===== src/pkg/pld_pkg.sv =====
// Shared constants and types for the lane datapath block
package pld_pkg;
	// Lane count and per-lane widths
	localparam int LANES      = 4;
	localparam int LANE_W     = 32;   // Widest parallel word per lane
	localparam int NARROW_W   = 16;   // 2-byte word at the first two generations
	localparam int K_W        = 2;    // Control indicator bits per lane
	localparam int EB_AW      = 3;    // Elastic buffer address width
	localparam int EB_DEPTH   = 8;    // Elastic buffer depth in words
	localparam int EB_W       = LANE_W + K_W + 1; // Data, control bits, skip marker

	// Elastic buffer fill marks
	localparam logic [EB_AW:0] EB_MID = 4'h4;
	localparam logic [EB_AW:0] EB_HI  = 4'h6;
	localparam logic [EB_AW:0] EB_LO  = 4'h2;

	// Link generation codes on the shared rate input
	typedef enum logic [1:0] {
		PLD_GEN1 = 2'h0,
		PLD_GEN2 = 2'h1,
		PLD_GEN3 = 2'h2,
		PLD_GEN4 = 2'h3
	} pld_gen_t;

	// Line encoding selected for the transceivers
	localparam logic PLD_ENC_8B10B   = 1'h0;
	localparam logic PLD_ENC_128B130B = 1'h1;

	// Parallel clock rate codes for the external clock mux
	localparam logic [1:0] PLD_PCLK_125 = 2'h0;
	localparam logic [1:0] PLD_PCLK_250 = 2'h1;
	localparam logic [1:0] PLD_PCLK_500 = 2'h2;

	// Register byte offsets
	localparam logic [3:0] PLD_OFS_CTRL   = 4'h0;
	localparam logic [3:0] PLD_OFS_STATUS = 4'h4;
	localparam logic [3:0] PLD_OFS_EVENTS = 4'h8;

	// Control register fields and reset value
	localparam int          PLD_CTRL_EN_BIT = 0;
	localparam logic [31:0] PLD_CTRL_RST    = 32'h0000_0001;

	// Status register fields
	localparam int PLD_ST_GEN_LSB = 0;
	localparam int PLD_ST_ENC_BIT = 2;
	localparam int PLD_ST_PCK_LSB = 4;

	// Event register fields: overflow lanes low, underflow lanes above
	localparam int PLD_EV_OVF_LSB = 0;
	localparam int PLD_EV_UNF_LSB = 8;
	localparam int PLD_EV_ADD_LSB = 16;
	localparam int PLD_EV_DRP_LSB = 24;
endpackage


===== src/logic/pld_elastic_buf.sv =====
// Receive elastic buffer with skip-based clock correction for one lane
`timescale 1ns/1ps
module pld_elastic_buf (
	input  wire logic                      clk_i,        // Core clock
	input  wire logic                      rst_i,        // Synchronous reset, high
	input  wire logic                      wr_valid_i,   // Incoming word valid
	input  wire logic [pld_pkg::EB_W-1:0]  wr_data_i,    // Word with skip marker on top
	output logic      [pld_pkg::EB_W-1:0]  rd_data_o,    // Registered output word
	output logic                           rd_valid_o,   // Output word valid
	output logic                           ovf_o,        // Word lost, buffer full
	output logic                           unf_o,        // Buffer ran dry
	output logic                           skp_add_o,    // Skip word repeated
	output logic                           skp_drop_o    // Skip word discarded
);
	// Complete state of the buffer
	typedef struct packed {
		logic [pld_pkg::EB_DEPTH-1:0][pld_pkg::EB_W-1:0] mem;   // Storage
		logic [pld_pkg::EB_AW-1:0]                        wptr;  // Write pointer
		logic [pld_pkg::EB_AW-1:0]                        rptr;  // Read pointer
		logic [pld_pkg::EB_AW:0]                          level; // Fill level
		logic                                             run;   // Reading started
		logic [pld_pkg::EB_W-1:0]                         rdata; // Output register
		logic                                             rval;  // Output valid
		logic                                             ovf;   // Event pulses
		logic                                             unf;
		logic                                             add;
		logic                                             drp;
	} pld_eb_t;

	pld_eb_t s_reg;   // Current state
	pld_eb_t s_next;  // Next state

	logic [pld_pkg::EB_W-1:0] head;   // Word at read pointer
	logic                     do_wr;  // Write this cycle
	logic                     do_rd;  // Advance read pointer

	////////////////////////////////////////////////////////////////////////
	// Next state: write side drops skips when high, read side repeats when low
	always_comb begin
		s_next = s_reg;
		head   = s_reg.mem[s_reg.rptr];
		s_next.ovf = 1'b0;
		s_next.unf = 1'b0;
		s_next.add = 1'b0;
		s_next.drp = 1'b0;
		do_wr  = 1'b0;
		do_rd  = 1'b0;
		// Write side
		if (wr_valid_i) begin
			if (wr_data_i[pld_pkg::EB_W-1] && s_reg.level >= pld_pkg::EB_HI) begin
				s_next.drp = 1'b1;   // Too full: discard a skip word
			end else if (s_reg.level == 4'h8) begin
				s_next.ovf = 1'b1;   // No room
			end else begin
				do_wr = 1'b1;
			end
		end
		// Read side starts once half full
		if (!s_reg.run) begin
			s_next.run  = (s_reg.level >= pld_pkg::EB_MID);
			s_next.rval = 1'b0;
		end else if (s_reg.level == 4'h0) begin
			s_next.unf  = 1'b1;      // Empty: restart priming
			s_next.run  = 1'b0;
			s_next.rval = 1'b0;
		end else begin
			s_next.rdata = head;     // Every word passes through storage
			s_next.rval  = 1'b1;
			if (head[pld_pkg::EB_W-1] && s_reg.level <= pld_pkg::EB_LO) begin
				s_next.add = 1'b1;   // Too empty: send the skip again
			end else begin
				do_rd = 1'b1;
			end
		end
		// Pointer and level bookkeeping
		if (do_wr) begin
			s_next.mem[s_reg.wptr] = wr_data_i;
			s_next.wptr = s_reg.wptr + 3'h1;
		end
		if (do_rd) begin
			s_next.rptr = s_reg.rptr + 3'h1;
		end
		s_next.level = s_reg.level + {3'h0, do_wr} - {3'h0, do_rd};
	end

	////////////////////////////////////////////////////////////////////////
	// State register
	always_ff @(posedge clk_i) begin
		if (rst_i) begin
			s_reg <= '0;
		end else begin
			s_reg <= s_next;
		end
	end

	// Outputs straight from the state
	assign rd_data_o  = s_reg.rdata;
	assign rd_valid_o = s_reg.rval;
	assign ovf_o      = s_reg.ovf;
	assign unf_o      = s_reg.unf;
	assign skp_add_o  = s_reg.add;
	assign skp_drop_o = s_reg.drp;
endmodule


===== src/logic/pld_lane_datapath.sv =====
// Lane datapath top: rate control, transmit shaping, receive elastic buffers, registers
`timescale 1ns/1ps
module pld_lane_datapath (
	input  wire logic                                  clk_i,          // Core clock, 250 MHz
	input  wire logic                                  rst_i,          // Synchronous reset, high
	input  wire logic                                  sys_reset_n_i,  // Fundamental reset pin
	// Wishbone slave
	input  wire logic                                  wb_cyc_i,
	input  wire logic                                  wb_stb_i,
	input  wire logic                                  wb_we_i,
	input  wire logic [3:0]                            wb_adr_i,
	input  wire logic [3:0]                            wb_sel_i,
	input  wire logic [31:0]                           wb_dat_i,
	output logic      [31:0]                           wb_dat_o,
	output logic                                       wb_ack_o,
	// Controller side, shared rate
	input  wire logic [1:0]                            pipe_rate_i,
	input  wire logic [pld_pkg::LANES*pld_pkg::LANE_W-1:0] pipe_txdata_i,
	input  wire logic [pld_pkg::LANES*pld_pkg::K_W-1:0]    pipe_txdatak_i,
	output logic      [pld_pkg::LANES*pld_pkg::LANE_W-1:0] pipe_rxdata_o,
	output logic      [pld_pkg::LANES*pld_pkg::K_W-1:0]    pipe_rxdatak_o,
	output logic      [pld_pkg::LANES-1:0]             pipe_rxvalid_o,
	output logic                                       pipe_rx_beacon_o,
	output logic      [1:0]                            pclk_rate_o,
	output logic                                       phy_reset_o,
	// Transceiver side
	output logic      [pld_pkg::LANES*pld_pkg::LANE_W-1:0] gt_txdata_o,
	output logic      [pld_pkg::LANES*pld_pkg::K_W-1:0]    gt_txctrl_o,
	output logic                                       gt_enc_mode_o,
	input  wire logic [pld_pkg::LANES*pld_pkg::LANE_W-1:0] gt_rxdata_i,
	input  wire logic [pld_pkg::LANES*pld_pkg::K_W-1:0]    gt_rxctrl_i,
	input  wire logic [pld_pkg::LANES-1:0]             gt_rxvalid_i,
	input  wire logic [pld_pkg::LANES-1:0]             gt_rxskp_i
);
	localparam int L  = pld_pkg::LANES;
	localparam int W  = pld_pkg::LANE_W;
	localparam int KW = pld_pkg::K_W;

	// Complete state of the top level
	typedef struct packed {
		logic [2:0]        rsync;   // Reset pin synchroniser
		logic              rst_n;   // Filtered reset pin level
		logic [31:0]       ctrl;    // Control register
		logic [31:0]       events;  // Sticky buffer events
		logic              ack;     // Bus acknowledge
		logic [31:0]       rdat;    // Bus read data
		logic [1:0]        gen;     // Current generation
		logic [1:0]        pck;     // Parallel clock code
		logic              enc;     // Encoding selection
		logic [L*W-1:0]    txd;     // Shaped transmit data
		logic [L*KW-1:0]   txk;     // Shaped transmit control
		logic [L*W-1:0]    rxd;     // Receive data to controller
		logic [L*KW-1:0]   rxk;     // Receive control to controller
		logic [L-1:0]      rxv;     // Receive valid to controller
	} pld_top_t;

	pld_top_t s_reg;   // Current state
	pld_top_t s_next;  // Next state

	logic                    phy_rst;       // Whole-PHY reset
	logic [L*pld_pkg::EB_W-1:0] eb_rd;      // Buffer outputs, packed per lane
	logic [L-1:0]            eb_val;        // Buffer output valid
	logic [L-1:0]            eb_ovf;        // Overflow pulses
	logic [L-1:0]            eb_unf;        // Underflow pulses
	logic [L-1:0]            eb_add;        // Skip insert pulses
	logic [L-1:0]            eb_drp;        // Skip drop pulses
	logic [31:0]             ev_set;        // Event bits set this cycle
	logic [31:0]             ev_clr;        // Event bits cleared by software
	logic [31:0]             wmask;         // Byte lane write mask
	logic                    bus_req;       // New bus request

	// Reset of everything but the pin synchroniser
	assign phy_rst = rst_i | ~s_reg.rst_n;

	////////////////////////////////////////////////////////////////////////
	// One elastic buffer per lane, every lane identical
	genvar g;
	generate
		for (g = 0; g < L; g++) begin : g_lane
			pld_elastic_buf u_eb (
				.clk_i      (clk_i),
				.rst_i      (phy_rst),
				.wr_valid_i (gt_rxvalid_i[g]),
				.wr_data_i  ({gt_rxskp_i[g], gt_rxctrl_i[g*KW +: KW], gt_rxdata_i[g*W +: W]}),
				.rd_data_o  (eb_rd[g*pld_pkg::EB_W +: pld_pkg::EB_W]),
				.rd_valid_o (eb_val[g]),
				.ovf_o      (eb_ovf[g]),
				.unf_o      (eb_unf[g]),
				.skp_add_o  (eb_add[g]),
				.skp_drop_o (eb_drp[g])
			);
		end
	endgenerate

	////////////////////////////////////////////////////////////////////////
	// Event gathering and byte-lane mask
	always_comb begin
		ev_set = 32'h0;
		ev_set[pld_pkg::PLD_EV_OVF_LSB +: L] = eb_ovf;
		ev_set[pld_pkg::PLD_EV_UNF_LSB +: L] = eb_unf;
		ev_set[pld_pkg::PLD_EV_ADD_LSB +: L] = eb_add;
		ev_set[pld_pkg::PLD_EV_DRP_LSB +: L] = eb_drp;
		wmask = {{8{wb_sel_i[3]}}, {8{wb_sel_i[2]}}, {8{wb_sel_i[1]}}, {8{wb_sel_i[0]}}};
		bus_req = wb_cyc_i & wb_stb_i & ~s_reg.ack;
		ev_clr = 32'h0;
		if (bus_req && wb_we_i && wb_adr_i == pld_pkg::PLD_OFS_EVENTS) begin
			ev_clr = wb_dat_i & wmask;   // Write one to clear
		end
	end

	////////////////////////////////////////////////////////////////////////
	// Next state
	always_comb begin
		s_next = s_reg;
		// Three-stage pin synchroniser, change accepted when the last two stages agree
		s_next.rsync = {s_reg.rsync[1:0], sys_reset_n_i};
		if (s_reg.rsync[1] == s_reg.rsync[2]) begin
			s_next.rst_n = s_reg.rsync[2];
		end
		// Bus slave: one-cycle answer, unmapped reads zero
		s_next.ack = bus_req;
		if (bus_req) begin
			unique case (wb_adr_i)
				pld_pkg::PLD_OFS_CTRL: begin
					s_next.rdat = s_reg.ctrl;
					if (wb_we_i) begin
						s_next.ctrl = (s_reg.ctrl & ~wmask) | (wb_dat_i & wmask);
					end
				end
				pld_pkg::PLD_OFS_STATUS: begin
					s_next.rdat = 32'h0;
					s_next.rdat[pld_pkg::PLD_ST_GEN_LSB +: 2] = s_reg.gen;
					s_next.rdat[pld_pkg::PLD_ST_ENC_BIT]      = s_reg.enc;
					s_next.rdat[pld_pkg::PLD_ST_PCK_LSB +: 2] = s_reg.pck;
				end
				pld_pkg::PLD_OFS_EVENTS: begin
					s_next.rdat = s_reg.events;
				end
				default: begin
					s_next.rdat = 32'h0;
				end
			endcase
		end
		// Sticky events: a new event beats a clear in the same cycle
		s_next.events = (s_reg.events & ~ev_clr) | ev_set;
		// Shared rate input steers every lane at once
		s_next.gen = pipe_rate_i;
		unique case (pld_pkg::pld_gen_t'(s_reg.gen))
			pld_pkg::PLD_GEN1: begin
				s_next.pck = pld_pkg::PLD_PCLK_125;
				s_next.enc = pld_pkg::PLD_ENC_8B10B;
			end
			pld_pkg::PLD_GEN2: begin
				s_next.pck = pld_pkg::PLD_PCLK_250;
				s_next.enc = pld_pkg::PLD_ENC_8B10B;
			end
			pld_pkg::PLD_GEN3: begin
				s_next.pck = pld_pkg::PLD_PCLK_250;
				s_next.enc = pld_pkg::PLD_ENC_128B130B;
			end
			pld_pkg::PLD_GEN4: begin
				s_next.pck = pld_pkg::PLD_PCLK_500;
				s_next.enc = pld_pkg::PLD_ENC_128B130B;
			end
		endcase
		// Per-lane shaping, lane zero in the lowest slice
		for (int i = 0; i < L; i++) begin
			if (s_reg.enc == pld_pkg::PLD_ENC_8B10B) begin
				// Two-byte word; upper bits ignored and zeroed
				s_next.txd[i*W +: W] = {16'h0, pipe_txdata_i[i*W +: pld_pkg::NARROW_W]};
				// Indicator passed as given: zero data, one control
				s_next.txk[i*KW +: KW] = pipe_txdatak_i[i*KW +: KW];
				s_next.rxd[i*W +: W] = {16'h0, eb_rd[i*pld_pkg::EB_W +: pld_pkg::NARROW_W]};
				s_next.rxk[i*KW +: KW] = eb_rd[i*pld_pkg::EB_W + W +: KW];
			end else begin
				// Four-byte word; control indicator unused
				s_next.txd[i*W +: W] = pipe_txdata_i[i*W +: W];
				s_next.txk[i*KW +: KW] = 2'h0;
				s_next.rxd[i*W +: W] = eb_rd[i*pld_pkg::EB_W +: W];
				s_next.rxk[i*KW +: KW] = 2'h0;
			end
			s_next.rxv[i] = eb_val[i];
		end
		// Datapath disabled: no lane data, indicators or valid leave the block; clock code and encoding still do
		if (!s_reg.ctrl[pld_pkg::PLD_CTRL_EN_BIT]) begin
			s_next.txd = '0;
			s_next.txk = '0;
			s_next.rxd = '0;
			s_next.rxk = '0;
			s_next.rxv = '0;
		end
		// Reset pin low: clear everything except the synchroniser; control takes its reset value
		if (!s_reg.rst_n) begin
			s_next        = '0;
			s_next.rsync  = {s_reg.rsync[1:0], sys_reset_n_i};
			s_next.rst_n  = (s_reg.rsync[1] == s_reg.rsync[2]) ? s_reg.rsync[2] : 1'b0;
			s_next.ctrl   = pld_pkg::PLD_CTRL_RST;
		end
	end

	////////////////////////////////////////////////////////////////////////
	// State register
	always_ff @(posedge clk_i) begin
		if (rst_i) begin
			s_reg      <= '0;
			s_reg.ctrl <= pld_pkg::PLD_CTRL_RST;
		end else begin
			s_reg <= s_next;
		end
	end

	// Outputs from the state
	assign wb_ack_o         = s_reg.ack;
	assign wb_dat_o         = s_reg.rdat;
	assign pclk_rate_o      = s_reg.pck;
	assign gt_enc_mode_o    = s_reg.enc;
	assign gt_txdata_o      = s_reg.txd;
	assign gt_txctrl_o      = s_reg.txk;
	assign pipe_rxdata_o    = s_reg.rxd;
	assign pipe_rxdatak_o   = s_reg.rxk;
	assign pipe_rxvalid_o   = s_reg.rxv;
	assign phy_reset_o      = phy_rst;
	// No beacon detection exists, so the indication stays low
	assign pipe_rx_beacon_o = 1'b0;
endmodule


===== config.mk =====
export PLATFORM = sky130hd
export DESIGN_NAME = pld_lane_datapath
export DESIGN_NICKNAME = d
export VERILOG_FILES = /design/src/pkg/pld_pkg.sv /design/src/logic/pld_elastic_buf.sv /design/src/logic/pld_lane_datapath.sv
export SDC_FILE = /design/constraint.sdc
export NUM_CORES = 2
export LEC_CHECK = 0
export CORE_ASPECT_RATIO = 1.1
export CORE_MARGIN = 1
export CORE_UTILIZATION = 55
export CTS_CLUSTER_DIAMETER = 80
export DETAILED_ROUTE_END_ITERATION = 16
export DONT_BUFFER_PORTS = 1
export PLACE_DENSITY = 0.68
export REMOVE_ABC_BUFFERS = 1
export SLEW_MARGIN = 0
export SYNTH_ARGS = -nofsm -noshare
export SYNTH_HDL_FRONTEND = slang
export SYNTH_SLANG_ARGS = --single-unit

===== constraint.sdc =====
create_clock -name clk_i -period 3.22 [get_ports clk_i]
set_input_delay 0.966 -clock clk_i [delete_from_list [all_inputs] [get_ports clk_i]]
set_output_delay 0.966 -clock clk_i [all_outputs]
set_load 0.1 [all_outputs]

==> results.py <==
metrics = {
    "cts": {
        "cts_resized": 0,
        "clockBufferDepth": 3,
        "clkLatencyLatePin_ns": 0.80,
        "path_clk_slew_ns": 0.06,
        "cts_tree": "built",
        "cts.sinks": 1702,
        "cts_made_buffers": 169,
        "ctsHoldBuffers": 0,
        "cts_max_level": 4,
        "postCtsSetupBuffers": 0,
        "clock-root-buffer": "clkbuf_16",
    },
    "route": {
        "routed_via_density": 5.69,
        "drt-total-wl_mm": 164,
        "post-route-drc-count": 0,
        "drt_iter0_drc": 2573,
        "drtAntennaViolNets": 0,
        "first_pass_iters": 5,
        "routedWlPerCell_um": 20.7,
        "num_vias": 45100,
    },
    "power": {
        "peakVddDrop_mv": 0.664,
        "p_total_uw": 41700,
        "seqPwrFrac": 0.505,
        "swShare": 0.204,
        "clockPowerShare": 0.490,
        "p_int_uw": 33200,
        "p_switching_uw": 8500,
        "comb_power_share": 0.005,
        "power-per-cell-area_mw_per_mm2": 554,
        "leakagePower_uw": 0.0325,
    },
    "critical_path": {
        "cp-start-kind": "flop",
        "cp_max_fo": 4,
        "worstPathArrival_ns": 3.48,
        "cp.required_ns": 3.86,
        "rr_worst_depth": 13,
        "end_kind": "flop",
        "path_class": "flop to flop",
    },
    "timing": {
        "fmax_mhz": 351,
        "clock_skew_ns": 0.0395,
        "fin_crit_ns": 2.85,
        "fin_crit_sh": 0.884,
        "rsz0062_at_grt": "no",
        "setup_viol": 0,
        "max_slew.worst_pin.slew_ns": 1.16,
        "fin_setup_tns_ns": 0,
        "slew_headroom": 0.228,
        "hold_ws_ns": 0.244,
        "hold_violations": 0,
        "finalMaxSlewViolations": 0,
    },
    "placed_design": {
        "numPortBuffers": 0,
        "gp_congestion": 0.812,
        "dp_cells": 7606,
        "hpwl_mm": 99.2,
    },
    "floorplanning": {
        "top_level_ports": 642,
        "dieArea_mm2": 0.128,
        "row_count": 136,
        "initial_utilization": 0.557,
        "die_w_um": 342,
        "die_y_um": 376,
        "core_area_mm2": 0.125,
    },
    "synth": {
        "ys_types": 66,
        "synthFlopType": "dfxtp_1",
        "avgSynthCellArea_um2": 10.6,
        "synthCells": 6587,
        "ys_seq_elements": 1702,
        "synth-edff-count": 0,
        "synth_area_mm2": 0.0698,
        "seq_area_frac_synth": 0.488,
        "synth_warnings": 0,
        "async_reset_ff_frac": 0,
    },
    "min_path": {
        "hp-class": "input pin to flop",
        "hold_depth": 1,
    },
    "global_route": {
        "grt_pass1_vias": 44900,
        "grt_max_degree": 141,
        "grt_pass1_wl_mm": 257,
        "antenna_found_initial": 15,
        "grt.total_usage": 0.252,
        "grt_overflow": 0,
    },
    "layout": {
        "area_growth_pct": 7.79,
        "multi_input_area_mm2": 0.0311,
        "largest_reg_flops": 1164,
        "finalNetCount": 6502,
        "instances_no_fill": 7927,
        "register_area_mm2": 0.0341,
        "final_util": 0.600,
        "fillers": 10100,
        "drive_gt1_frac": 0.131,
    },
    "run_status": {
        "status": "finished, final reports clean",
    },
    "flow_run": {
        "drv_cap": 0,
    },
}
-- cell type report --
| type | count | share of cell area |
|---|---|---|
| Inverter | 76 | 0.00386 |
| Timing Repair Buffer | 171 | 0.0235 |
| Clock buffer | 255 | 0.0672 |
| Sequential cell | 1702 | 0.453 |
| Tap cell | 1656 | 0.0275 |
| Clock inverter | 57 | 0.0107 |
| Multi-Input combinational cell | 4001 | 0.414 |
| Antenna cell | 9 | 0.000299 |
-- critical path, stage by stage, from the launching register on --
cell and delay [ns]:
dfxtp_1 0.34, inv_1 0.11, ha_1 0.19, or3b_2 0.47, and2_2 0.22, o31ai_1 0.09
inv_1 0.08, ha_1 0.30, inv_1 0.06, ha_1 0.16, inv_1 0.07, fa_1 0.40
xor2_1 0.16, nor2_1 0.05
-- cell usage in the layout (no fill, tap or decap), types with 5 or more instances in the layout --
| cell type | count |
|---|---|
| bufinv_16 | 15 |
| ha_1 | 49 |
| inv_1 | 75 |
| nor3_1 | 7 |
| a211oi_1 | 5 |
| a2bb2oi_1 | 38 |
| mux4_2 | 277 |
| clkbuf_1 | 41 |
| and2_1 | 27 |
| o21ai_1 | 5 |
| nand3b_1 | 5 |
| a22oi_1 | 31 |
| dfxtp_4 | 10 |
| nand3_2 | 23 |
| diode_2 | 9 |
| dfxtp_1 | 1689 |
| and3_1 | 274 |
| nand3_1 | 9 |
| a21oi_1 | 154 |
| o21ai_0 | 152 |
| nor2b_1 | 16 |
| nor2_2 | 23 |
| a31oi_1 | 36 |
| mux2i_1 | 1273 |
| o211ai_1 | 5 |
| clkbuf_16 | 174 |
| xnor2_1 | 6 |
| clkinv_2 | 24 |
| buf_4 | 132 |
| nand4_1 | 15 |
| inv_6 | 8 |
| nor2_1 | 93 |
| buf_12 | 39 |
| or3b_2 | 6 |
| nand2_1 | 1380 |
| a21o_1 | 6 |
| clkbuf_8 | 40 |
-- power groups by stage --
stage	logic (µW)	registers (µW)	clock network [µW]
2_1_floorplan	158	21500	0
3_3_place_gp	213	21500	0
3_5_place_dp	214	21500	0
4_1_cts	215	21100	20900
5_1_grt	225	21000	21700
6_report	214	21100	20500
-- synth_stat cells (31+ instances only) --
cell	instances	area [µm²]
inv_1	76	285
nand3_1	32	160
buf_4	342	2570
dfxtp_1	1702	34100
a31oi_1	36	225
a21oi_1	154	771
o21ai_0	152	761
mux4_2	277	6240
ha_1	49	613
buf_2	134	671
mux2i_1	1273	12700
nand2_1	1380	5180
clkbuf_1	310	1160
nor2_1	93	349
and3_1	275	1720
a2bb2oi_1	38	333
and2_1	32	200
a22oi_1	31	233
-- cell families (layout without fill, tap and decap cells) --
logic type	count (synthesis)	in the layout	synth area share
multiplexers	1554	1554	0.272
flip-flops	1702	1702	0.488
AND/OR/NAND/NOR	1917	1917	0.120
XOR/XNOR	10	10	0.00125
buffers and inverters	884	559	0.0685
other	1	10	0.0000537
AO/OA/AOI/OAI	466	466	0.0400
adder cells (fa/ha/maj)	53	53	0.00993
-- routing by layer --
layer,part of all wire,vias up,track usage
met5,0.00034,-,0
met4,0.024,8,0.0805
met3,0.060,235,0.0553
met2,0.49,1027,0.426
met1,0.43,22300,0.320
li1,-,21500,-
-- per-stage QoR --
stage / worst slack [ns] / area (µm²)
after floorplan: -90.02 / 65300
after detailed placement: 0.380 / 69400
final: 0.372 / 75300
after global routing: 0.215 / 75300
after global placement: 0.393 / 69400
after CTS: 0.314 / 75300
-- final timing paths --
| path | to | start | slack, ns |
|---|---|---|---|
| worst min register to register | s_reg[341] | g_lane[3].u_eb.skp_drop_o | 0.43 |
| worst min-delay path | flop | rst_i | 0.24 |
| worst max register to register | g_lane[2].u_eb.s_reg[43] | g_lane[2].u_eb.s_reg[44] | 0.37 |
| worst max-delay path | g_lane[2].u_eb.s_reg[43] | g_lane[2].u_eb.s_reg[44] | 0.37 |
No activity file was read; power rests on OpenSTA's default activity.
